--- config.mk ---
export PLATFORM = sky130hd
export DESIGN_NAME = dma_ctrl
export DESIGN_NICKNAME = d
export VERILOG_FILES = /design/src/dma_pkg.sv /design/src/dma_ctrl.sv
export SDC_FILE = /design/constraint.sdc
export NUM_CORES = 1
export LEC_CHECK = 0
export BUFFER_PORTS_ARGS = -buffer_cell sky130_fd_sc_hd__buf_2
export CORE_MARGIN = 2
export CORE_UTILIZATION = 50
export CTS_CLUSTER_SIZE = 40
export DETAILED_ROUTE_END_ITERATION = 7
export HOLD_SLACK_MARGIN = 0.02
export PLACE_DENSITY = 0.68
export REMOVE_ABC_BUFFERS = 1
export SYNTH_ARGS = -nofsm -noshare
export SYNTH_HDL_FRONTEND = slang
export SYNTH_SLANG_ARGS = --single-unit
--- constraint.sdc ---
create_clock -name clk -period 6.7 [get_ports clk]
set_clock_uncertainty 0.2 [all_clocks]
set_input_delay 1.34 -clock clk [delete_from_list [all_inputs] [get_ports clk]]
set_output_delay 1.34 -clock clk [all_outputs]
set_load 0.03 [all_outputs]
--- src/dma_pkg.sv ---
// Purpose: shared constants and types of the four channel transfer engine
// Assumes: 8-bit register port, 16-bit channel addresses and counts
// Notes: select codes, command bits and mode fields are fixed here; channel register and bit-select fields are decoded in dma_ctrl
package dma_pkg;
  // ---------------------------------------------------------------
  // sizes
  // ---------------------------------------------------------------
  localparam int CH_N = 4; // transfer channels
  localparam int AW = 16; // address and count width
  // ---------------------------------------------------------------
  // register select codes on the 4-bit select input
  // ---------------------------------------------------------------
  localparam logic [3:0] SEL_CMD = 4'h8; // write command, read status
  localparam logic [3:0] SEL_SWREQ = 4'h9; // software request bit
  localparam logic [3:0] SEL_MASK1 = 4'ha; // one mask bit
  localparam logic [3:0] SEL_MODE = 4'hb; // channel mode
  localparam logic [3:0] SEL_CLRFF = 4'hc; // clear byte pointer
  localparam logic [3:0] SEL_MCLR = 4'hd; // master clear
  localparam logic [3:0] SEL_CLRMASK = 4'he; // unmask all
  localparam logic [3:0] SEL_MASKALL = 4'hf; // write all mask bits
  // ---------------------------------------------------------------
  // command bit positions
  // ---------------------------------------------------------------
  localparam int CMD_M2M = 0; // memory to memory on channels 0 and 1
  localparam int CMD_FILL = 1; // source address held (block fill)
  localparam int CMD_DIS = 2; // controller disabled
  localparam int CMD_ROT = 4; // rotating priority
  localparam int CMD_REQLO = 6; // requests active low
  localparam int CMD_GNTHI = 7; // grants active high
  localparam logic [7:0] CMD_RST = 8'h00;
  localparam logic [3:0] MASK_RST = 4'hf;
  // ---------------------------------------------------------------
  // mode byte fields (bits 1:0 carry the channel number)
  // ---------------------------------------------------------------
  localparam int MODE_LSB = 2; // mode struct starts at this bit
  localparam logic [1:0] XT_TOMEM = 2'h1; // peripheral to memory
  localparam logic [1:0] XT_FROMMEM = 2'h2; // memory to peripheral
  localparam logic [1:0] SM_BLOCK = 2'h2; // whole count in one tenure
  localparam logic [5:0] MODE_RST = 6'h00;
  // channel mode as stored from data bits 7:2
  typedef struct packed {
    logic [1:0] svc; // service: block or single
    logic dec; // address counts down
    logic auto; // restore base values at terminal count
    logic [1:0] xtype; // transfer direction
  } mode_s;
  // strobe group driven during active cycles
  typedef struct packed {
    logic io_rd;
    logic io_wr;
    logic mem_rd;
    logic mem_wr;
  } cmd_s;
  // sequencer states
  typedef enum {st_idle, st_hold, st_addr, st_xfer, st_end} state_e;
endpackage

--- src/dma_ctrl.sv ---
// Purpose: four channel programmable transfer engine with register port
// Assumes: all inputs but reset_n synchronous to clk; one clock, stoppable
// Notes: all outputs are flip-flops; registers reached during idle only
`timescale 1ns/1ps
module dma_ctrl (
  input wire logic clk,
  input wire logic reset_n,
  input wire logic chip_select_n,
  input wire logic [3:0] register_select_in,
  input wire logic [7:0] data_bus_in,
  input wire logic io_read_strobe_in_n,
  input wire logic io_write_strobe_in_n,
  input wire logic [dma_pkg::CH_N-1:0] channel_request,
  input wire logic bus_hold_grant,
  input wire logic ready,
  input wire logic terminate_in_n,
  output logic [dma_pkg::CH_N-1:0] channel_grant,
  output logic bus_hold_request,
  output logic [3:0] low_transfer_address_out,
  output logic [3:0] high_transfer_address_out,
  output logic address_out_valid_n,
  output logic upper_byte_latch_strobe,
  output logic upper_byte_bus_enable,
  output logic [7:0] data_bus_out,
  output logic data_out_valid_n,
  output logic io_read_strobe_out_n,
  output logic io_write_strobe_out_n,
  output logic command_out_valid_n,
  output logic mem_read_strobe_n,
  output logic mem_write_strobe_n,
  output logic finished_out_n,
  output logic finished_out_valid_n
);
  import dma_pkg::*;

  // ---------------------------------------------------------------
  // helpers
  // ---------------------------------------------------------------
  // winner scan from the top-priority channel upward
  function automatic logic [1:0] pick(input logic [3:0] pend,
                                      input logic [1:0] top);
    logic [1:0] c;
    logic [1:0] w;
    w = top;
    for (int i = 3; i >= 0; i--) begin
      c = top + 2'(i);
      if (pend[c]) begin
        w = c;
      end
    end
    return w;
  endfunction

  // channel addressed by a select code below 8
  function automatic logic [1:0] reg_ch(input logic [3:0] sel);
    return sel[2:1];
  endfunction

  // ---------------------------------------------------------------
  // state
  // ---------------------------------------------------------------
  state_e state_q, state_d; // sequencer
  logic [7:0] cmdr_q, cmdr_d; // command register
  logic [3:0] mask_q, mask_d; // per channel masks
  logic [3:0] swreq_q, swreq_d; // software requests
  logic [3:0] tc_q, tc_d; // terminal count status, sticky
  logic ff_q, ff_d; // byte pointer: 0 low, 1 high
  mode_s mode_q [CH_N], mode_d [CH_N];
  logic [AW-1:0] base_a_q [CH_N], base_a_d [CH_N];
  logic [AW-1:0] cur_a_q [CH_N], cur_a_d [CH_N];
  logic [AW-1:0] base_c_q [CH_N], base_c_d [CH_N];
  logic [AW-1:0] cur_c_q [CH_N], cur_c_d [CH_N];
  logic [1:0] act_q, act_d; // channel in service
  logic [1:0] top_q, top_d; // highest priority channel
  logic [7:0] hold_q, hold_d; // copy holding byte
  logic wph_q, wph_d; // copy: write half in progress
  logic wrp_q, wrp_d; // previous write strobe level
  logic rdp_q, rdp_d; // previous read strobe level
  // output flops
  logic hrq_q, hrq_d;
  logic [3:0] gnt_q, gnt_d;
  logic [AW-1:0] ao_q, ao_d; // full transfer address
  logic aval_n_q, aval_n_d;
  logic stb_q, stb_d;
  logic aen_q, aen_d;
  logic [7:0] dout_q, dout_d;
  logic dval_n_q, dval_n_d;
  cmd_s cmd_q, cmd_d; // active-high strobe copies
  logic cval_n_q, cval_n_d;
  logic fin_n_q, fin_n_d;
  logic finv_n_q, finv_n_d;

  // combinational helpers
  logic [3:0] eff_req; // requests after polarity
  logic [3:0] pend; // unmasked pending requests
  logic host_ok; // register port usable
  logic wr_edge; // write strobe just fell
  logic rd_edge; // read strobe just fell
  logic m2m; // copy mode active
  logic [1:0] ach; // channel whose address is driven
  logic eop; // service ends after this byte
  logic [7:0] rdval; // register read value

  // ---------------------------------------------------------------
  // request conditioning and port qualification
  // ---------------------------------------------------------------
  always_comb begin
    eff_req = (channel_request ^ {4{cmdr_q[CMD_REQLO]}}) | swreq_q;
    pend = eff_req & ~mask_q;
    // the port only answers while we do not own the bus
    host_ok = !chip_select_n && (state_q == st_idle) && !bus_hold_grant;
    wr_edge = host_ok && !io_write_strobe_in_n && wrp_q;
    rd_edge = host_ok && !io_read_strobe_in_n && rdp_q;
    m2m = cmdr_q[CMD_M2M];
    ach = (m2m && wph_q) ? 2'h1 : act_q;
    rdval = 8'h00;
    if (register_select_in[3] == 1'b0) begin
      if (register_select_in[0]) begin
        rdval = ff_q ? cur_c_q[reg_ch(register_select_in)][15:8]
                     : cur_c_q[reg_ch(register_select_in)][7:0];
      end else begin
        rdval = ff_q ? cur_a_q[reg_ch(register_select_in)][15:8]
                     : cur_a_q[reg_ch(register_select_in)][7:0];
      end
    end else if (register_select_in == SEL_CMD) begin
      rdval = {eff_req, tc_q};
    end else begin
      rdval = {4'h0, mask_q};
    end
  end

  // ---------------------------------------------------------------
  // next-state logic: registers, arbitration, sequencing
  // ---------------------------------------------------------------
  always_comb begin
    state_d = state_q;
    cmdr_d = cmdr_q;
    mask_d = mask_q;
    swreq_d = swreq_q;
    tc_d = tc_q;
    ff_d = ff_q;
    mode_d = mode_q;
    base_a_d = base_a_q;
    cur_a_d = cur_a_q;
    base_c_d = base_c_q;
    cur_c_d = cur_c_q;
    act_d = act_q;
    top_d = cmdr_q[CMD_ROT] ? top_q : 2'h0;
    hold_d = hold_q;
    wph_d = wph_q;
    wrp_d = io_write_strobe_in_n;
    rdp_d = io_read_strobe_in_n;
    hrq_d = hrq_q;
    ao_d = ao_q;
    aval_n_d = 1'b1;
    stb_d = 1'b0;
    aen_d = 1'b0;
    dout_d = 8'h00;
    dval_n_d = 1'b1;
    cmd_d = '0;
    cval_n_d = 1'b1;
    fin_n_d = 1'b1;
    finv_n_d = 1'b1;
    eop = 1'b0;
    // register reads: data held while the strobe is low
    if (host_ok && !io_read_strobe_in_n) begin
      dout_d = rdval;
      dval_n_d = 1'b0;
    end
    if (rd_edge) begin
      if (register_select_in[3] == 1'b0) begin
        ff_d = !ff_q;
      end else if (register_select_in == SEL_CMD) begin
        tc_d = 4'h0; // reading status clears it; a set below wins
      end
    end
    // register writes on the falling edge of the write strobe
    if (wr_edge) begin
      if (register_select_in[3] == 1'b0) begin
        for (int i = 0; i < CH_N; i++) begin
          if (reg_ch(register_select_in) == 2'(i)) begin
            if (register_select_in[0]) begin
              if (ff_q) begin
                base_c_d[i][15:8] = data_bus_in;
              end else begin
                base_c_d[i][7:0] = data_bus_in;
              end
              cur_c_d[i] = base_c_d[i];
            end else begin
              if (ff_q) begin
                base_a_d[i][15:8] = data_bus_in;
              end else begin
                base_a_d[i][7:0] = data_bus_in;
              end
              cur_a_d[i] = base_a_d[i];
            end
          end
        end
        ff_d = !ff_q;
      end else if (register_select_in == SEL_CMD) begin
        cmdr_d = data_bus_in;
      end else if (register_select_in == SEL_SWREQ) begin
        swreq_d[data_bus_in[1:0]] = data_bus_in[2];
      end else if (register_select_in == SEL_MASK1) begin
        mask_d[data_bus_in[1:0]] = data_bus_in[2];
      end else if (register_select_in == SEL_MODE) begin
        mode_d[data_bus_in[1:0]] = mode_s'(data_bus_in[7:MODE_LSB]);
      end else if (register_select_in == SEL_CLRFF) begin
        ff_d = 1'b0;
      end else if (register_select_in == SEL_MCLR) begin
        cmdr_d = CMD_RST;
        mask_d = MASK_RST;
        swreq_d = 4'h0;
        tc_d = 4'h0;
        ff_d = 1'b0;
      end else if (register_select_in == SEL_CLRMASK) begin
        mask_d = 4'h0;
      end else begin
        mask_d = data_bus_in[3:0];
      end
    end
    case (state_q)
      st_idle: begin
        wph_d = 1'b0;
        if (pend != 4'h0 && !cmdr_q[CMD_DIS]) begin
          hrq_d = 1'b1;
          state_d = st_hold;
        end
      end
      st_hold: begin
        if (pend == 4'h0) begin
          hrq_d = 1'b0; // request vanished before the bus came
          state_d = st_idle;
        end else if (bus_hold_grant) begin
          act_d = m2m ? 2'h0 : pick(pend, top_d);
          state_d = st_addr;
        end
      end
      st_addr: begin
        // upper byte rides the data bus to an external latch
        ao_d = cur_a_q[ach];
        aval_n_d = 1'b0;
        stb_d = 1'b1;
        aen_d = 1'b1;
        dout_d = cur_a_q[ach][15:8];
        dval_n_d = 1'b0;
        state_d = st_xfer;
      end
      st_xfer: begin
        aval_n_d = 1'b0;
        aen_d = 1'b1;
        cval_n_d = 1'b0;
        if (m2m) begin
          cmd_d.mem_rd = !wph_q;
          cmd_d.mem_wr = wph_q;
          if (wph_q) begin
            dout_d = hold_q;
            dval_n_d = 1'b0;
          end
        end else if (mode_q[act_q].xtype == XT_TOMEM) begin
          cmd_d.io_rd = 1'b1;
          cmd_d.mem_wr = 1'b1;
        end else if (mode_q[act_q].xtype == XT_FROMMEM) begin
          cmd_d.mem_rd = 1'b1;
          cmd_d.io_wr = 1'b1;
        end
        // strobes stay on while ready is low: wait cycles
        if (ready && cmd_q != '0) begin
          cmd_d = '0;
          cval_n_d = 1'b1; // valid drops with the strobes
          if (m2m && !wph_q) begin
            hold_d = data_bus_in;
            if (!cmdr_q[CMD_FILL]) begin
              cur_a_d[0] = mode_q[0].dec ? cur_a_q[0] - 16'h0001
                                         : cur_a_q[0] + 16'h0001;
            end
            wph_d = 1'b1;
            state_d = st_addr;
          end else begin
            wph_d = 1'b0;
            cur_a_d[ach] = mode_q[ach].dec ? cur_a_q[ach] - 16'h0001
                                           : cur_a_q[ach] + 16'h0001;
            cur_c_d[ach] = cur_c_q[ach] - 16'h0001;
            eop = (cur_c_q[ach] == 16'h0000) || !terminate_in_n;
            if (eop) begin
              tc_d[ach] = 1'b1;
              fin_n_d = 1'b0;
              finv_n_d = 1'b0;
              if (mode_q[ach].auto) begin
                cur_a_d[ach] = base_a_q[ach];
                cur_c_d[ach] = base_c_q[ach];
                if (m2m) begin
                  cur_a_d[0] = base_a_q[0];
                end
              end else begin
                mask_d[ach] = 1'b1;
              end
              swreq_d[act_q] = 1'b0;
              state_d = st_end;
            end else if (mode_q[ach].svc == SM_BLOCK) begin
              state_d = st_addr;
            end else begin
              state_d = st_end;
            end
          end
        end else if (ready) begin
          cval_n_d = 1'b0; // first strobe cycle starts now
        end
      end
      default: begin
        // release the bus; single mode comes back via idle
        hrq_d = 1'b0;
        if (cmdr_q[CMD_ROT]) begin
          top_d = act_q + 2'h1;
        end
        state_d = st_idle;
      end
    endcase
    // grant follows the bus tenure of the winning channel
    if (state_d == st_addr || state_d == st_xfer) begin
      gnt_d = cmdr_q[CMD_GNTHI] ? (4'h1 << act_d) : ~(4'h1 << act_d);
    end else begin
      gnt_d = {4{!cmdr_q[CMD_GNTHI]}};
    end
  end

  // ---------------------------------------------------------------
  // registers; all static, so a stopped clock loses nothing
  // ---------------------------------------------------------------
  always_ff @(posedge clk or negedge reset_n) begin
    if (!reset_n) begin
      state_q <= st_idle;
      cmdr_q <= CMD_RST;
      mask_q <= MASK_RST;
      swreq_q <= 4'h0;
      tc_q <= 4'h0;
      ff_q <= 1'b0;
      for (int i = 0; i < CH_N; i++) begin
        mode_q[i] <= mode_s'(MODE_RST);
        base_a_q[i] <= '0;
        cur_a_q[i] <= '0;
        base_c_q[i] <= '0;
        cur_c_q[i] <= '0;
      end
      act_q <= 2'h0;
      top_q <= 2'h0;
      hold_q <= 8'h00;
      wph_q <= 1'b0;
      wrp_q <= 1'b1;
      rdp_q <= 1'b1;
      hrq_q <= 1'b0;
      gnt_q <= 4'hf;
      ao_q <= '0;
      aval_n_q <= 1'b1;
      stb_q <= 1'b0;
      aen_q <= 1'b0;
      dout_q <= 8'h00;
      dval_n_q <= 1'b1;
      cmd_q <= '0;
      cval_n_q <= 1'b1;
      fin_n_q <= 1'b1;
      finv_n_q <= 1'b1;
    end else begin
      state_q <= state_d;
      cmdr_q <= cmdr_d;
      mask_q <= mask_d;
      swreq_q <= swreq_d;
      tc_q <= tc_d;
      ff_q <= ff_d;
      mode_q <= mode_d;
      base_a_q <= base_a_d;
      cur_a_q <= cur_a_d;
      base_c_q <= base_c_d;
      cur_c_q <= cur_c_d;
      act_q <= act_d;
      top_q <= top_d;
      hold_q <= hold_d;
      wph_q <= wph_d;
      wrp_q <= wrp_d;
      rdp_q <= rdp_d;
      hrq_q <= hrq_d;
      gnt_q <= gnt_d;
      ao_q <= ao_d;
      aval_n_q <= aval_n_d;
      stb_q <= stb_d;
      aen_q <= aen_d;
      dout_q <= dout_d;
      dval_n_q <= dval_n_d;
      cmd_q <= cmd_d;
      cval_n_q <= cval_n_d;
      fin_n_q <= fin_n_d;
      finv_n_q <= finv_n_d;
    end
  end

  // ---------------------------------------------------------------
  // outputs, straight from flops
  // ---------------------------------------------------------------
  assign channel_grant = gnt_q;
  assign bus_hold_request = hrq_q;
  assign low_transfer_address_out = ao_q[3:0];
  assign high_transfer_address_out = ao_q[7:4];
  assign address_out_valid_n = aval_n_q;
  assign upper_byte_latch_strobe = stb_q;
  assign upper_byte_bus_enable = aen_q;
  assign data_bus_out = dout_q;
  assign data_out_valid_n = dval_n_q;
  assign io_read_strobe_out_n = !cmd_q.io_rd;
  assign io_write_strobe_out_n = !cmd_q.io_wr;
  assign command_out_valid_n = cval_n_q;
  assign mem_read_strobe_n = !cmd_q.mem_rd;
  assign mem_write_strobe_n = !cmd_q.mem_wr;
  assign finished_out_n = fin_n_q;
  assign finished_out_valid_n = finv_n_q;
endmodule // dma_ctrl

==> impl_metrics.tcl, run 1 <==
set metrics [dict create \
    place_congestion 0.9628 \
    ys.flop_type "dfrtp_1" \
    cts_buffers 42 \
    async_flop_share_pct 100.0 \
    fmax_mhz 179.2 \
    antenna_found_initial 1 \
    power_leakage_nw 10.68 \
    synth_simple_gate_area_share_pct 13.07 \
    peakVddDrop_v 0.0001526 \
    die_w_um 215.6 \
    post-route-util_pct 55.75 \
    ant_nets 0 \
    synthAdderAreaFrac_pct 2.022 \
    slew_headroom_pct 20.54 \
    dr.pass1.iters 8 \
    ys_ff_latch 377 \
    drive_gt1_share_pct 17.77 \
    cp-start-kind "register" \
    min_period_ns 5.582 \
    path_class "reg -> reg" \
    yosys_warnings 0 \
    start_util_pct 50.64 \
    wl_per_cell_um 27.44 \
    postCtsSetupRepairBufs 0 \
    dpl_cell_area_sq_um 23260 \
    holdCritPathClass "reg -> reg" \
    cts_tree "done" \
    nets 2470 \
    synthCells 2415 \
    status "finished, final reports clean" \
    synth_edf_count 0 \
    hold_buffers 0 \
    die_y_um 215.6 \
    hold_viol 0 \
    grt_pass1_vias 20310 \
    slew_violations 0 \
    fin_tns_setup_ns 0 \
    root_buffer "clkbuf_16" \
    grt_usage_pct 35.54 \
    grt_pass1_wl_um 125900 \
    synthToLayoutAreaGrowth_pct 10.08 \
    avgSynthCellArea_sq_um 9.273 \
    cts_resized 0 \
    vias 20960 \
    synth_top_family_by_area "compound AO/OA/AOI/OAI gates" \
    seq_area_frac_synth_pct 42.20 \
    drc 0 \
    vias_per_cell 6.907 \
    grt_overflow_total 0 \
    cp-end-kind "register" \
    setup_viol 0 \
    powerDensity_nw_per_um2 196.1 \
    routed_wl_um 83270 \
    synth_compound_area_share_pct 24.58 \
    antenna_cells 0 \
    max_cap_violations 0 \
    muxShareOfSynthArea_pct 12.00 \
    num_rows 77 \
    ios 56 \
    synth_xor_area_share_pct 1.838 \
    insertion_delay_ns 0.58 \
    rsz0062_at_grt "false" \
    synth_area_leaders "dfrtp_1 (41%), mux2_2 (7.6%), a21oi_1 (4.9%)" \
    arrival_ns 5.84 \
    drtIter0Drc 2955 \
    cts-htree-levels 2 \
    cts.reportedPaths.clkPinSlew_ns 0.06 \
    portBuffers 55 \
    fin_crit_sh_pct 83.31 \
    worst_pin_slew_ns 1.189 \
    clockBufferDepth 3 \
    design_area_sq_um 24650 \
    dp_hpwl_um 55420 \
    clock_sinks 377 \
    critPathMaxFanout 32 \
    mappedNetlistArea_sq_um 22400 \
    core_area_sq_um 44220 \
    die_area_sq_um 46500 \
    ys_types 90 \
    synth.top_cell.area_share_pct 40.56 \
    worstPathRequired_ns 6.96 \
    grt_max_degree 137 \
    synth.largest_area_cell "dfrtp_1" \
]
==> cells by family after synthesis <==
group	Yosys count
mux	205
compound gates	868
buf+inv	230
simple gates	652
flops	377
xor+xnor	47
fa+ha+maj	35
other cells	1
==> metrics by stage <==
step	hold slack (ns)	power [W]	cells	worst slack (ns)
2_1_floorplan	0.2654	0.002379	2254	-0.2113
3_3_place_gp	0.2844	0.002499	2959	1.447
3_5_place_dp	0.2918	0.002502	2959	1.300
4_1_cts	0.3081	0.004841	3035	1.255
5_1_grt	0.3232	0.004945	3035	0.9537
6_report	0.3063	0.004835	3035	1.118
==> Yosys cell counts, drive strengths merged (25+ instances only) <==
cell type  number
a211oi         58
a21oi         222
a31oi          30
buf            66
clkbuf        123
dfrtp         363
ha             33
inv            41
mux2          162
mux4           34
nand2         241
nand3          51
nor2          214
nor2b          29
nor3           37
o211ai         61
o21a           41
o21ai         176
o22ai         138
xnor2          25
==> power breakdown <==
part	switching [W]	internal (W)
sequential	0.00000262	0.00229
clock	0.000996	0.00138
combinational	0.000136	0.0000375
==> routing by layer <==
metal	routed length [um]	global-route usage (%)	up-vias
li1	-	-	8952
met1	32390	47.59	10140
met2	35260	52.41	1537
met3	10180	9.711	334
met4	5431	19.31	0
met5	0	0	-
==> registers in the layout, indices dropped and copies added, names as in the netlist, 6 cells and up <==
| register | cells |
|---|---|
| ao_q | 8 |
| base_a_q | 64 |
| base_c_q | 64 |
| cmdr_q | 6 |
| cur_a_q | 64 |
| cur_c_q | 64 |
| data_bus_out | 8 |
| hold_q | 8 |
| mode_q | 24 |
| state_q | 32 |
==> final timing paths <==
kind                                        start                  endpoint  slack (ns)  cells after the start
setup / recovery               act_q[1]$_DFF_PN0_     cur_c_q[50]$_DFF_PN0_        1.12                     16
setup reg to reg               act_q[1]$_DFF_PN0_     cur_c_q[50]$_DFF_PN0_        1.12                     16
max in group asynchronous                 reset_n  base_a_q[16]$_DFFE_PN0P_        4.34                      2
hold / removal             mode_q[22]$_DFFE_PN0P_    mode_q[22]$_DFFE_PN0P_        0.31                      1
min in group asynchronous                 reset_n     state_q[22]$_DFF_PN0_        0.60                      1
hold reg to reg            mode_q[22]$_DFFE_PN0P_    mode_q[22]$_DFFE_PN0P_        0.31                      1
==> layout by cell type, fill, tap and decap left out, types with 11 or more instances in the layout <==
master     instances
a211oi_1          58
a21o_1            21
a21oi_1          220
a22oi_1           16
a31oi_1           30
and2_1            15
buf_2             54
buf_4             54
clkbuf_16         43
clkbuf_8          11
conb_1            29
dfrtp_1          360
dfstp_2           14
ha_1              33
inv_1             38
mux2_2           152
mux4_2            34
nand2_1          236
nand2b_1          15
nand3_1           50
nor2_1           207
nor2b_1           29
nor3_1            32
nor4_1            11
o211ai_1          61
o21a_1            41
o21ai_0          155
o21ai_1           20
o22ai_1          137
o32ai_1           23
xnor2_1           25
xor2_1            22
==> final cells by class <==
cell class / count / area [sq um]
tap: 592 / 740.7
timing repair buffer: 113 / 770.7
fill: 3919 / 19570
sequential: 377 / 9460
multi-input combinational: 1836 / 12130
inverter: 41 / 153.9
clock buffer: 59 / 1246
clock inverter: 17 / 150.1
==> critical path, cell delays in order, from the launching register on <==
cell and delay [ns]:
dfrtp_4 0.66, buf_4 0.38, mux2_1 0.36, o22ai_1 0.12, a2bb2oi_1 0.18, inv_1 0.11
ha_1 0.18, inv_1 0.08, nor4_2 0.30, a311oi_2 0.13, nor4_4 0.43, a41o_1 0.59
nand2_2 0.62, buf_4 0.47, a211oi_1 0.33, o21ai_2 0.15, o32ai_1 0.15
Note: power is estimated with default switching activity, not from simulation.
==> run 2, diff against run 1 <==
PLACE_DENSITY = 0.71   (was 0.68)
clock period = 4.9 ns   (was 6.7 ns; I/O delays follow)
==> run 2 against run 1 <==
Clock power is 48% higher. Sequential power rose by 37%. First-iteration DRC count shrank 7.0%. Non-clock buffer count is 46 higher. Sequential cell count unchanged. Combinational power is 36% higher. Worst hold slack worse by 0.086 ns. Core utilization increased by 1.2 points. Sequential share of layout area fell by 0.78 points. Critical path type unchanged. Critical endpoint is now cur_a_q[62]$_DFF_PN0_.
==> impl_metrics.tcl, run 2 (synthesized netlist as in run 1, its figures left out) <==
set metrics [dict create \
    cts_resized 0 \
    min_period_ns 4.673 \
    fmax_mhz 214.0 \
    vias_per_cell 6.880 \
    num_rows 77 \
    holdCritPathClass "in -> async" \
    wl_met3_um 10480 \
    portBuffers 55 \
    grt_max_degree 96 \
    core_area_sq_um 44220 \
    critical_path_buf_inv_count 2 \
    slew_headroom_pct 33.82 \
    path_class "reg -> reg" \
    hold_viol 0 \
    hold_buffers 0 \
    dr.pass1.iters 6 \
    clockBufferDepth 3 \
    cts_tree "done" \
    die_w_um 215.6 \
    vias 21220 \
    cp_slowest_cell "a21oi_1" \
    ios 56 \
    wl_per_cell_um 27.26 \
    worst_pin_slew_ns 0.9927 \
    routed_wl_um 84080 \
    insertion_delay_ns 0.59 \
    arrival_ns 4.95 \
    grt_pass1_vias 20520 \
    nets 2517 \
    max_cap_violations 0 \
    cp-start-kind "register" \
    worstPathRequired_ns 5.17 \
    ff2ff_setup_slack_ns 0.23 \
    cts.reportedPaths.clkPinSlew_ns 0.06 \
    grt_pass1_wl_um 127200 \
    status "finished, final reports clean" \
    ant_nets 0 \
    powerDensity_nw_per_um2 273.1 \
    cts_buffers 43 \
    fin_tns_setup_ns 0 \
    drtIter0Drc 2749 \
    place_congestion 0.9901 \
    worstPathCellList "buf_4 -> a21o_2 -> o22ai_1 -> a21oi_1 -> ha_1 -> a211oi_1 -> o21bai_1 -> o311ai_0 -> buf_4 -> a31oi_1 -> o21ai_0 -> nand2b_1 -> xnor2_1 -> a2111oi_2 -> a311o_1" \
    max_stage_delay_ns 0.51 \
    power_leakage_nw 10.98 \
    postCtsSetupRepairBufs 0 \
    top_layer "met4" \
    cts-htree-levels 2 \
    met1_length_um 32260 \
    peakVddDrop_v 0.0002460 \
    drive_gt1_share_pct 19.19 \
    layout_commonest_cell "dfrtp_1" \
    clock_sinks 377 \
    critPathMaxFanout 13 \
    met2WireLength_um 36130 \
    regArea_sq_um 9460 \
    antenna_found_initial 0 \
    start_util_pct 50.64 \
    grt_usage_pct 35.93 \
    setup_viol 0 \
    rsz0062_at_grt "false" \
    grt_overflow_total 0 \
    critPathTopFamily "compound AO/OA/AOI/OAI gates" \
    fillers 3820 \
    die_area_sq_um 46500 \
    root_buffer "clkbuf_16" \
    slew_violations 0 \
    multiInputGateArea_sq_um 12110 \
    drc 0 \
    dp_hpwl_um 57620 \
    fin_crit_sh_pct 95.37 \
    synthToLayoutAreaGrowth_pct 12.37 \
    mostFrequentLayoutCells "dfrtp_1 (360), nand2_1 (238), a21oi_1 (220), nor2_1 (208), o21ai_0 (155)" \
    die_y_um 215.6 \
    cp-end-kind "register" \
    post-route-util_pct 56.91 \
    worst_path_most_repeated_cell "buf_4" \
]
## run 2: worst paths after layout
| path | from | endpoint | depth (start not counted) |
|---|---|---|---|
| max in group asynchronous | reset_n | act_q[1]$_DFF_PN0_ | 2 |
| hold / removal | reset_n | state_q[22]$_DFF_PN0_ | 1 |
| setup / recovery | cmdr_q[0]$_DFFE_PN0P_ | cur_a_q[62]$_DFF_PN0_ | 15 |
| hold reg to reg | mode_q[11]$_DFFE_PN0P_ | mode_q[11]$_DFFE_PN0P_ | 1 |
| setup reg to reg | cmdr_q[0]$_DFFE_PN0P_ | cur_a_q[62]$_DFF_PN0_ | 15 |
| min in group clk | mode_q[11]$_DFFE_PN0P_ | mode_q[11]$_DFFE_PN0P_ | 1 |
## run 2: cell type report
class | instances | share of cell area (%)
clock inverters | 18 | 0.9795
diodes | 1 | 0.009944
well taps | 592 | 2.943
repair buffers | 159 | 4.684
inverters | 41 | 0.6115
clock buffers | 60 | 5.056
multi-input cells | 1836 | 48.12
flip-flops and latches | 377 | 37.59
## run 2: report_power, final
| group | internal [W] | total (W) | switching (W) | leakage, nW |
|---|---|---|---|---|
| combinational | 0.0000535 | 0.000237 | 0.000184 | 5.14 |
| clock | 0.00212 | 0.00351 | 0.00138 | 0.755 |
| sequential | 0.00313 | 0.00313 | 0.00000357 | 5.08 |
## run 2: layer usage
layer	track usage, %	up-vias
met4	19.91	0
met3	9.626	333
met2	52.70	1590
li1	-	9072
met5	0	-
met1	48.34	10220
## run 2: per-stage QoR
| stage | total power, W | worst slack, ns | instance area (sq um) | hold slack [ns] | cells |
|---|---|---|---|---|---|
| 2_1_floorplan | 0.003253 | -2.011 | 21700 | 0.2654 | 2254 |
| 6_report | 0.006873 | 0.2267 | 25170 | 0.2204 | 3084 |
| 5_1_grt | 0.007056 | 0.004811 | 25160 | 0.2731 | 3083 |
| 3_5_place_dp | 0.003421 | 0.3851 | 23640 | 0.2939 | 3005 |
| 3_3_place_gp | 0.003416 | 0.5247 | 23640 | 0.2846 | 3005 |
| 4_1_cts | 0.006896 | 0.3707 | 25160 | 0.2414 | 3083 |
